File: config.mk
export PLATFORM = sky130hd
export DESIGN_NAME = csbs_sequencer
export DESIGN_NICKNAME = d
export VERILOG_FILES = /design/src/logic/csbs_pkg.sv /design/src/logic/csbs_sequencer.sv /design/src/logic/csbs_tick.sv
export SDC_FILE = /design/constraint.sdc
export NUM_CORES = 1
export LEC_CHECK = 0
export ABC_AREA = 1
export BUFFER_PORTS_ARGS = -buffer_cell sky130_fd_sc_hd__buf_2
export CELL_PAD_IN_SITES_DETAIL_PLACEMENT = 1
export CELL_PAD_IN_SITES_GLOBAL_PLACEMENT = 1
export CORE_MARGIN = 1.5
export CORE_UTILIZATION = 43
export DETAILED_ROUTE_END_ITERATION = 8
export GPL_TIMING_DRIVEN = 0
export PLACE_DENSITY_LB_ADDON = 0.1
export SYNTH_ARGS = -nofsm -noshare
export SYNTH_HDL_FRONTEND = slang
export SYNTH_SLANG_ARGS = --single-unit
File: constraint.sdc
create_clock -name ref_clk -period 2.77 [get_ports ref_clk]
set_input_delay 0.554 -clock ref_clk [delete_from_list [all_inputs] [get_ports ref_clk]]
set_output_delay 0.554 -clock ref_clk [all_outputs]
set_load 0.03 [all_outputs]
File: src/logic/csbs_pkg.sv
// Constants, types and helpers shared by the charge bank sequencer files
package csbs_pkg;
  // ----------------------------------------------------------------
  // Timing
  // ----------------------------------------------------------------
  localparam int unsigned CLK_PERIOD_NS = 40;            // 25 MHz ref_clk
  localparam int unsigned SEC_NS        = 1_000_000_000; // One second
  localparam int unsigned TICK_CYCLES   = SEC_NS / CLK_PERIOD_NS;
  localparam logic [7:0]  ACCEL_DELAY_S = 8'h02;         // Test mode delay
  localparam logic [7:0]  DWELL_S       = 8'h04;         // Exercise step
  // ----------------------------------------------------------------
  // Regulator states and bank patterns (bit 0 = bank A, bit 3 = D)
  // ----------------------------------------------------------------
  localparam logic [3:0] ST_ALL_ON  = 4'h0;  // State after reset
  localparam logic [3:0] ST_FLOAT   = 4'h4;  // First float state
  localparam logic [3:0] ST_LAST    = 4'h8;  // Highest state
  localparam logic [3:0] BANKS_ALL  = 4'hf;
  localparam logic [3:0] BANKS_NONE = 4'h0;
  localparam logic [1:0] BANK_IDX_D = 2'h3;  // Last bank tested alone
  localparam int unsigned N_ALARM   = 7;     // Alarm inputs 1..7
  // ----------------------------------------------------------------
  // Exercise steps and key entry sequence (one-hot)
  // ----------------------------------------------------------------
  typedef enum logic [5:0] {
    EX_OFF  = 6'h01,  // Normal operation
    EX_BANK = 6'h02,  // Charge switch on, one bank at a time
    EX_LOAD = 6'h04,  // Load switched on
    EX_EE   = 6'h08,  // Setup memory write and read check
    EX_WALK = 6'h10,  // Walk every regulator state
    EX_SER  = 6'h20   // Serial transmission
  } csbs_ex_t;
  typedef enum logic [3:0] {
    SQ_IDLE = 4'h1,
    SQ_CAL  = 4'h2,
    SQ_INC1 = 4'h4,
    SQ_INC2 = 4'h8
  } csbs_seq_t;
  // ----------------------------------------------------------------
  // Banks switched on in each regulator state
  // ----------------------------------------------------------------
  function automatic logic [3:0] bank_map(input logic [3:0] st);
    case (st)
      4'h0:    bank_map = 4'hf;  // A B C D
      4'h1:    bank_map = 4'h7;  // D off first
      4'h2:    bank_map = 4'h3;
      4'h3:    bank_map = 4'h1;
      4'h5:    bank_map = 4'h1;  // Float: banks come back from A
      4'h6:    bank_map = 4'h3;
      4'h7:    bank_map = 4'h7;
      4'h8:    bank_map = 4'hf;
      default: bank_map = 4'h0;  // State 4: nothing on
    endcase
  endfunction
endpackage

File: src/logic/csbs_sequencer.sv
// Charge bank state sequencer with keypad hardware exercise mode
// How it works
// - Reset enters state 0, all banks on
// - Next state from present state and voltage
// - Boost states move only after change delay
// - Float states change once each second
// - Toward state 4 banks drop from D
// - Increment key pauses and resumes the cycle
// - Decrement key ends exercise mode
// - Each bank tested alone, A to D
// - Alarm byte: input 1 bit 0, active 1
// - Setup memory check gives pass or fail
// - Exercise repeats switch, load, memory, walk, serial
// - Accelerated test shortens delays to two seconds
`timescale 1ns/1ps
`default_nettype none
module csbs_sequencer #(
  parameter int unsigned TICK_DIV = csbs_pkg::TICK_CYCLES
) (
  input  wire logic                  ref_clk,        // 25 MHz clock
  input  wire logic                  rstn,           // Sync reset
  input  wire logic                  batt_high,      // Voltage above band
  input  wire logic                  batt_low,       // Voltage below band
  input  wire logic                  accel_test,     // Short delays
  input  wire logic [7:0]            change_delay_s, // Boost delay
  input  wire logic                  key_cal,        // Calibration key pin
  input  wire logic                  key_inc,        // Increment key pin
  input  wire logic                  decrement_key,  // Decrement key pin
  input  wire logic [csbs_pkg::N_ALARM-1:0] alarm_in, // Alarm pins
  input  wire logic                  ee_done,        // Memory check done
  input  wire logic                  ee_ok,          // Memory check good
  input  wire logic                  ser_done,       // Transmission done
  output logic [3:0]                 bank_on,        // Bank switches
  output logic [3:0]                 reg_state,      // Regulator state
  output csbs_pkg::csbs_ex_t         ex_step,        // Exercise step
  output logic                       ex_paused,      // Cycle frozen
  output logic                       load_on,        // Load test switch
  output logic                       ee_start,       // Start memory check
  output logic                       ee_pass,        // Check passed
  output logic                       ee_fail,        // Check failed
  output logic                       ser_start,      // Start transmission
  output logic [7:0]                 alarm_byte      // Shown in hex
);
  import csbs_pkg::*;

  // ----------------------------------------------------------------
  // Pin synchronisers and key press detection
  // ----------------------------------------------------------------
  logic [2:0] key_s1;    // First stage, read only by key_s2
  logic [2:0] key_s2;    // Synchronised keys {dec, inc, cal}
  logic [2:0] key_s3;    // Previous value for press edge
  logic [N_ALARM-1:0] alm_s1;  // First stage of alarm pins
  logic [N_ALARM-1:0] alm_s2;  // Synchronised alarms
  wire  [2:0] press = key_s2 & ~key_s3;  // One-cycle press pulses
  wire        cal_p = press[0];
  wire        inc_p = press[1];
  wire        dec_p = press[2];

  // Two flops ahead of any logic, keys bounce-free by the keypad
  always_ff @(posedge ref_clk) begin
    if (!rstn) begin
      key_s1 <= 3'h0;
      key_s2 <= 3'h0;
      key_s3 <= 3'h0;
      alm_s1 <= '0;
      alm_s2 <= '0;
    end else begin
      key_s1 <= {decrement_key, key_inc, key_cal};
      key_s2 <= key_s1;
      key_s3 <= key_s2;
      alm_s1 <= alarm_in;
      alm_s2 <= alm_s1;
    end
  end

  // ----------------------------------------------------------------
  // One-second tick
  // ----------------------------------------------------------------
  logic sec_tick;  // One pulse per second
  csbs_tick #(.DIV(TICK_DIV)) u_tick (
    .ref_clk (ref_clk),
    .rstn    (rstn),
    .tick    (sec_tick)
  );

  // ----------------------------------------------------------------
  // Regulator state machine
  // ----------------------------------------------------------------
  logic [7:0] dly_cnt;  // Seconds since last change, saturating
  wire  boost   = reg_state < ST_FLOAT;
  wire  go_up   = batt_high & ~batt_low;  // Too high: shed banks
  wire  go_down = batt_low & ~batt_high;  // Too low: add banks
  wire  [7:0] dly_lim = accel_test ? ACCEL_DELAY_S : change_delay_s;
  wire  dly_ok  = dly_cnt >= dly_lim;
  wire  normal  = ex_step == EX_OFF;
  wire  [3:0] next_state;
  // boost path sheds bank D first
  assign next_state =
      go_up   ? ((reg_state < ST_FLOAT) ? reg_state + 4'h1 :
                 (reg_state == ST_FLOAT) ? ST_FLOAT : reg_state - 4'h1) :
      go_down ? ((reg_state == ST_ALL_ON) ? ST_ALL_ON :
                 (reg_state < ST_FLOAT) ? reg_state - 4'h1 :
                 (reg_state == ST_LAST) ? ST_ALL_ON : reg_state + 4'h1) :
      reg_state;
  wire  allow   = normal & (boost ? dly_ok : sec_tick);
  wire  change  = allow & (next_state != reg_state);

  // State and delay count; state frozen while exercising the hardware, count keeps running
  always_ff @(posedge ref_clk) begin
    if (!rstn) begin
      reg_state <= ST_ALL_ON;
      dly_cnt   <= 8'h0;
    end else if (change) begin
      reg_state <= next_state;
      dly_cnt   <= 8'h0;
    end else if (sec_tick && dly_cnt != 8'hff) begin
      dly_cnt <= dly_cnt + 8'h1;
    end
  end

  // ----------------------------------------------------------------
  // Exercise entry sequence
  // ----------------------------------------------------------------
  csbs_seq_t seq;  // Progress through the key sequence
  wire enter = normal & cal_p & (seq == SQ_INC2);
  always_ff @(posedge ref_clk) begin
    if (!rstn || !normal || dec_p) begin
      seq <= SQ_IDLE;
    end else if (cal_p) begin
      seq <= SQ_CAL;
    end else if (inc_p) begin
      seq <= (seq == SQ_CAL)  ? SQ_INC1 :
             (seq == SQ_INC1) ? SQ_INC2 : SQ_IDLE;
    end
  end

  // ----------------------------------------------------------------
  // Exercise cycle
  // ----------------------------------------------------------------
  logic [7:0] dwell;    // Seconds spent in this step
  logic [3:0] sub;      // Bank index or walked state
  logic       ee_seen;  // Memory check answered
  logic       ser_seen; // Transmission finished
  // Step ends after the dwell, never while frozen
  wire  step_end = sec_tick & ~ex_paused & (dwell == DWELL_S - 8'h1);
  wire  last_bank = sub[1:0] == BANK_IDX_D;
  wire  last_walk = sub == ST_LAST;

  // Step sequencing; a decrement press always wins
  always_ff @(posedge ref_clk) begin
    if (!rstn) begin
      ex_step <= EX_OFF;
      sub     <= 4'h0;
      dwell   <= 8'h0;
    end else if (dec_p) begin
      ex_step <= EX_OFF;
    end else if (enter) begin
      ex_step <= EX_BANK;
      sub     <= 4'h0;
      dwell   <= 8'h0;
    end else if (!normal && step_end) begin
      dwell <= 8'h0;
      case (ex_step)
        EX_BANK: begin
          sub     <= last_bank ? 4'h0 : sub + 4'h1;
          ex_step <= last_bank ? EX_LOAD : EX_BANK;
        end
        EX_LOAD: ex_step <= EX_EE;
        EX_EE:   ex_step <= ee_seen ? EX_WALK : EX_EE;
        EX_WALK: begin
          sub     <= last_walk ? 4'h0 : sub + 4'h1;
          ex_step <= last_walk ? EX_SER : EX_WALK;
        end
        EX_SER:  ex_step <= ser_seen ? EX_BANK : EX_SER;
        default: ex_step <= EX_OFF;
      endcase
    end else if (!normal && sec_tick && !ex_paused) begin
      dwell <= dwell + 8'h1;
    end
  end

  always_ff @(posedge ref_clk) begin
    if (!rstn || normal || dec_p) begin
      ex_paused <= 1'b0;
    end else if (inc_p) begin
      ex_paused <= ~ex_paused;
    end
  end

  // ----------------------------------------------------------------
  // Memory check and serial transmission handshakes
  // ----------------------------------------------------------------
  wire into_ee  = step_end & (ex_step == EX_LOAD) & ~dec_p;
  wire into_ser = step_end & (ex_step == EX_WALK) & last_walk & ~dec_p;
  // Start pulses are flopped; done may arrive any time in the step
  always_ff @(posedge ref_clk) begin
    if (!rstn) begin
      ee_start  <= 1'b0;
      ser_start <= 1'b0;
      ee_seen   <= 1'b0;
      ser_seen  <= 1'b0;
      ee_pass   <= 1'b0;
      ee_fail   <= 1'b0;
    end else begin
      ee_start  <= into_ee;
      ser_start <= into_ser;
      // Done in the start cycle is kept: ex_step is already EX_EE; outside the step clear wins over set
      ee_seen   <= (ex_step == EX_EE) & (ee_seen | ee_done);
      ser_seen  <= (ex_step == EX_SER) & (ser_seen | ser_done);
      if (ex_step == EX_EE && ee_done) begin
        ee_pass <= ee_ok;
        ee_fail <= ~ee_ok;
      end else if (enter) begin
        ee_pass <= 1'b0;
        ee_fail <= 1'b0;
      end
    end
  end
  // loopback is wired outside; ser_done reports the round trip

  // ----------------------------------------------------------------
  // Flopped outputs: banks, load, alarm byte
  // ----------------------------------------------------------------
  wire [3:0] ex_banks =
      (ex_step == EX_BANK) ? (4'h1 << sub[1:0]) :
      (ex_step == EX_WALK) ? bank_map(sub) : BANKS_NONE;

  // Bank pattern follows the state one cycle later
  always_ff @(posedge ref_clk) begin
    if (!rstn) begin
      bank_on    <= BANKS_ALL;
      load_on    <= 1'b0;
      alarm_byte <= 8'h0;
    end else begin
      bank_on    <= normal ? bank_map(reg_state) : ex_banks;
      load_on    <= ~normal & (ex_step != EX_BANK);
      alarm_byte <= {1'b0, alm_s2};
    end
  end

  // ----------------------------------------------------------------
  // Assertions
  // ----------------------------------------------------------------
  a_reset_all_on: assert property (
    @(posedge ref_clk) $rose(rstn) |->
      reg_state == ST_ALL_ON && bank_on == BANKS_ALL)
    else $error("reset did not leave state 0 with all banks on");
  a_boost_waits: assert property (
    @(posedge ref_clk) disable iff (!rstn)
      $past(boost) && $changed(reg_state) |-> $past(dly_ok))
    else $error("boost state changed before delay elapsed");
  a_float_tick: assert property (
    @(posedge ref_clk) disable iff (!rstn)
      !$past(boost) && $changed(reg_state) |-> $past(sec_tick))
    else $error("float state changed without one-second tick");
  a_voltage_cause: assert property (
    @(posedge ref_clk) disable iff (!rstn)
      $changed(reg_state) |-> $past(go_up) || $past(go_down))
    else $error("state changed with voltage in band");
  a_bank_d_first: assert property (
    @(posedge ref_clk) disable iff (!rstn)
      normal && reg_state == 4'h1 ##1 normal |-> bank_on == 4'h7)
    else $error("bank D not first off");
  a_single_bank: assert property (
    @(posedge ref_clk) disable iff (!rstn)
      ex_step == EX_BANK ##1 ex_step == EX_BANK |-> $onehot(bank_on))
    else $error("more than one bank on during bank test");
  a_pause_holds: assert property (
    @(posedge ref_clk) disable iff (!rstn)
      ex_paused && !dec_p |=> $stable(ex_step) && $stable(sub))
    else $error("exercise advanced while paused");
  a_dec_exits: assert property (
    @(posedge ref_clk) disable iff (!rstn)
      dec_p |=> ex_step == EX_OFF ##1 !ex_paused)
    else $error("decrement did not end exercise");
  // Checked against the pins, three flops back, not against alm_s2
  a_alarm_map: assert property (
    @(posedge ref_clk) disable iff (!rstn)
      $past(rstn, 3) && $past(rstn, 2) && $past(rstn) |->
        alarm_byte == {1'b0, $past(alarm_in, 3)})
    else $error("alarm byte mapping wrong");
  a_ee_result: assert property (
    @(posedge ref_clk) disable iff (!rstn)
      ex_step == EX_EE && ee_done |=> ee_pass == $past(ee_ok)
        && ee_fail == !$past(ee_ok))
    else $error("memory check result not latched");
  // Two seconds must be enough, whatever the configured delay
  a_accel_two: assert property (
    @(posedge ref_clk) disable iff (!rstn)
      accel_test && boost && normal && dly_cnt >= 8'h02 &&
        next_state != reg_state |=> reg_state == $past(next_state))
    else $error("accelerated delay not two seconds");
endmodule
`default_nettype wire

File: src/logic/csbs_tick.sv
// One-second enable pulse divided down from ref_clk
`timescale 1ns/1ps
`default_nettype none
module csbs_tick #(
  parameter int unsigned DIV = 25_000_000  // Clock cycles per tick
) (
  input  wire logic ref_clk,   // 25 MHz clock
  input  wire logic rstn,      // Synchronous reset, active low
  output logic      tick       // One-cycle pulse each DIV cycles
);
  // ----------------------------------------------------------------
  // Free running divider
  // ----------------------------------------------------------------
  logic [31:0] cnt;  // Cycles since last tick
  always_ff @(posedge ref_clk) begin
    if (!rstn) begin
      cnt  <= 32'h0;
      tick <= 1'b0;
    end else if (cnt == DIV[31:0] - 32'h1) begin
      cnt  <= 32'h0;
      tick <= 1'b1;
    end else begin
      cnt  <= cnt + 32'h1;
      tick <= 1'b0;
    end
  end
endmodule
`default_nettype wire
==> run metrics <==
relative slew slack=56.46%; mapped cell area=around 5600 um^2; layout cells sized above 1=between 10% and 20%; most frequent cells in the layout=176 x nand2_1, 120 x inv_1, 116 x dfxtp_1, 66 x nor2_1, 51 x buf_2; Worst-Margin Slew=0.6532 ns; Worst EP required=about 3.1 ns; final setup TNS=0 ns; CORE AREA=12670 um^2; initial antenna violation count=0; Fillers=1635; Final Skew=approximately 0.0064 ns; via count=just over 5000; CTS Sinks=117; Yosys reg bits=approximately 120; CP arrival=2.84 ns; Reg clk slew, reported paths=0.06 ns; Worst R2R Start=reg_state[0]; crit path from=reg_state[0]; syn_nets=around 800; CP max-delay cell=dfxtp_1; GRT overflow=0; worst min-delay path category=input pin to register; max-cap viol count=0; Layout area overhead=18.83%; fin crit period=about 2.5 ns; Seq/Total Area, Yosys=a little over two fifths; Die W=about 120 um; highest clock rate=between 300 and 400 MHz; H-tree Lvls=4; clk root buf=clkbuf_16; maximum VDD drop=~0.40 mV; CP peak stage delay=roughly 0.35 ns; Synth cell types=47; # setup viols final=0; antenna cells=0; gpl congestion=around 0.82; outcome=completed; PD cells=roughly 600 nW/um^2; Multi-input gate area=2729 um^2; cell repeated most along the worst path=nand2_1; most common cell after layout, fill and taps aside=nand2_1; CP max FO=9; dpl hpwl=slightly above 10000 um; vias in the first global route=5224; Row Count=41; full die area=about 14000 um^2; startpoint type of the worst setup path=register; Die H=117.2 um; worst-case clock buffer depth=2; crit-path cells=clkbuf_4 -> inv_2 -> ha_2 -> inv_1 -> nor2_1 -> nor2_1 -> nand2_1 -> nand2_1 -> nand2_1 -> nand2_1 -> nand2_1 -> nand4_2 -> nand2_2 -> nand2_1 -> nand3_1 -> inv_1 -> nand3_1 -> a21oi_1; Num CTS Buffers=17; Cells after Synth=approximately 760; final core area utilization=~53%; placed cell count=just under 1000; CP endpoint kind=register; # IOs=54; power after layout=roughly 4.0 mW; count of final hold-check violations=0; Starting DRT DRC Count=about 190; WL final=roughly 14000 um; drt pass-1 iters=4; mean routed wirelength per cell=roughly 14 um; quantity of I/O buffers inserted on ports=between 50 and 60; worst reg2reg path depth=18; CTS tree=built; post-synthesis area per instance=between 7 and 8 um^2; Final Net Count=roughly 880; Worst-Skew Late Latency=approximately 0.42 ns; FF+latch area=about 2300 um^2; vias per cell=between 5 and 6; Final Instance Count excl. Fillers=about 1000; Ys Warns=0; CP Class=register to register; largest net degree at the start of global routing=17; GRT Total Usage=about 22%; unrepaired setup endpoints after global routing=no; Routed Antenna Nets=0; fin. max-slew vios=0; Tcrit/Tclk final=90.47%; P_leak=a little under 3 nW; first-pass GRT wire length=23810 um; Hold Slack=0.3147 ns; reg2reg setup slack=~0.26 ns; Initial Utilization=between 40% and 50%; Remaining DRCs=0
## cell families (layout without fill, tap and decap cells)
kind of cell             count (synthesis)  after routing  share of synthesized area, %
buffers and inverters                  140            225                         9.705
flip-flops                             117            117                         41.77
other                                    1              1                       0.06687
XOR/XNOR                                20             20                         3.124
AO/OA/AOI/OAI                           83             83                         8.546
AND/OR/NAND/NOR                        383            383                         32.78
adder cells (fa/ha/maj)                 18             18                         4.016
## worst min path at each step
stage	startpoint	endpoint	slack, ns	cells after the start
after global routing	key_inc	key_s1[1]	0.30	3
final	key_inc	key_s1[1]	0.31	3
after CTS	key_inc	key_s1[1]	0.30	3
after floorplan	alm_s2[0]	alarm_byte[0]	0.39	2
after detailed placement	alm_s1[0]	alm_s2[0]	0.40	2
after global placement	key_s1[2]	key_s2[2]	0.39	2
## sequential cells by signal, summed over array words and instances, names as in the netlist, 4 cells and up, named ones only
register and count:
alarm_byte 7, alm_s1 7, alm_s2 7, bank_on 4, dly_cnt 8, dwell 8
ex_step 6, reg_state 4, seq 4, sub 4, u_tick.cnt 32
## layer usage
layer	vias up	GRT usage, %	share of wire (%)
met5	-	0	0
li1	2575	-	-
met3	17	5.046	2.8
met2	66	41.28	52
met1	2459	24.78	43
met4	0	8.514	1.4
## Yosys cell counts, drive strengths merged
| cell | count | area share [%] |
|---|---|---|
| nor2 | 78 | 6.2 |
| clkbuf | 4 | 0.27 |
| o311ai | 1 | 0.16 |
| o21bai | 1 | 0.13 |
| dfxtp | 117 | 42 |
| o221ai | 1 | 0.16 |
| conb | 1 | 0.067 |
| o21ai | 15 | 1.4 |
| o32ai | 1 | 0.16 |
| nor3 | 35 | 3.7 |
| xor2 | 12 | 1.9 |
| nand3 | 43 | 4.6 |
| o21a | 3 | 0.40 |
| a221oi | 1 | 0.16 |
| o211ai | 5 | 0.67 |
| inv | 126 | 8.4 |
| a21oi | 46 | 4.2 |
| a211oi | 5 | 0.67 |
| nand2 | 187 | 13 |
| ha | 18 | 4.0 |
| o31ai | 1 | 0.13 |
| nor4 | 9 | 1.2 |
| a31oi | 1 | 0.11 |
| nand4 | 17 | 2.3 |
| buf | 8 | 0.83 |
| xnor2 | 8 | 1.2 |
| clkinv | 2 | 0.18 |
| o22ai | 2 | 0.22 |
| nor3b | 6 | 0.80 |
| or2 | 8 | 0.89 |
## power breakdown
group	leakage, nW	switching [mW]	internal (mW)
clock network	0.261	0.833	1.24
logic	1.74	0.147	0.0720
registers	0.950	0.0177	1.72
total	2.95	0.998	3.03
## timing repair
| action | in CTS | in global routing |
|---|---|---|
| buffers inserted | 0 | 2 |
| hold endpoints to repair | 0 | 0 |
| endpoints found under the setup margin | 0 | 4 |
| hold buffers | 0 | 0 |
| gates resized for setup | 0 | 7 |
## through the flow
step | cell area (um^2) | worst slack, ns
detailed placement | 6078 | -0.1613
global placement | 6078 | -0.09623
floorplan | 5608 | 0.4110
finish | 6664 | 0.2639
CTS | 6638 | 0.1141
global route | 6664 | 0.04602
## area by class of cell
type	count	share of cell area (%)
plain buffers	12	0.9576
clock buffers	19	6.496
clock inverters	13	1.896
inverters	128	7.247
multi-input cells	505	40.95
flip-flops and latches	117	35.17
well taps	172	3.229
repair buffers	53	4.056
## critical path, delay by kind of cell (launching register included)
kind / cells / cell delay [ns]
adder cells (fa/ha/maj): 1 / 0.21
AND/OR/NAND/NOR: 12 / 1.18
AO/OA/AOI/OAI: 1 / 0.17
flip-flops: 1 / 0.35
buffers and inverters: 4 / 0.52
Power figures use the tool's default switching activity.
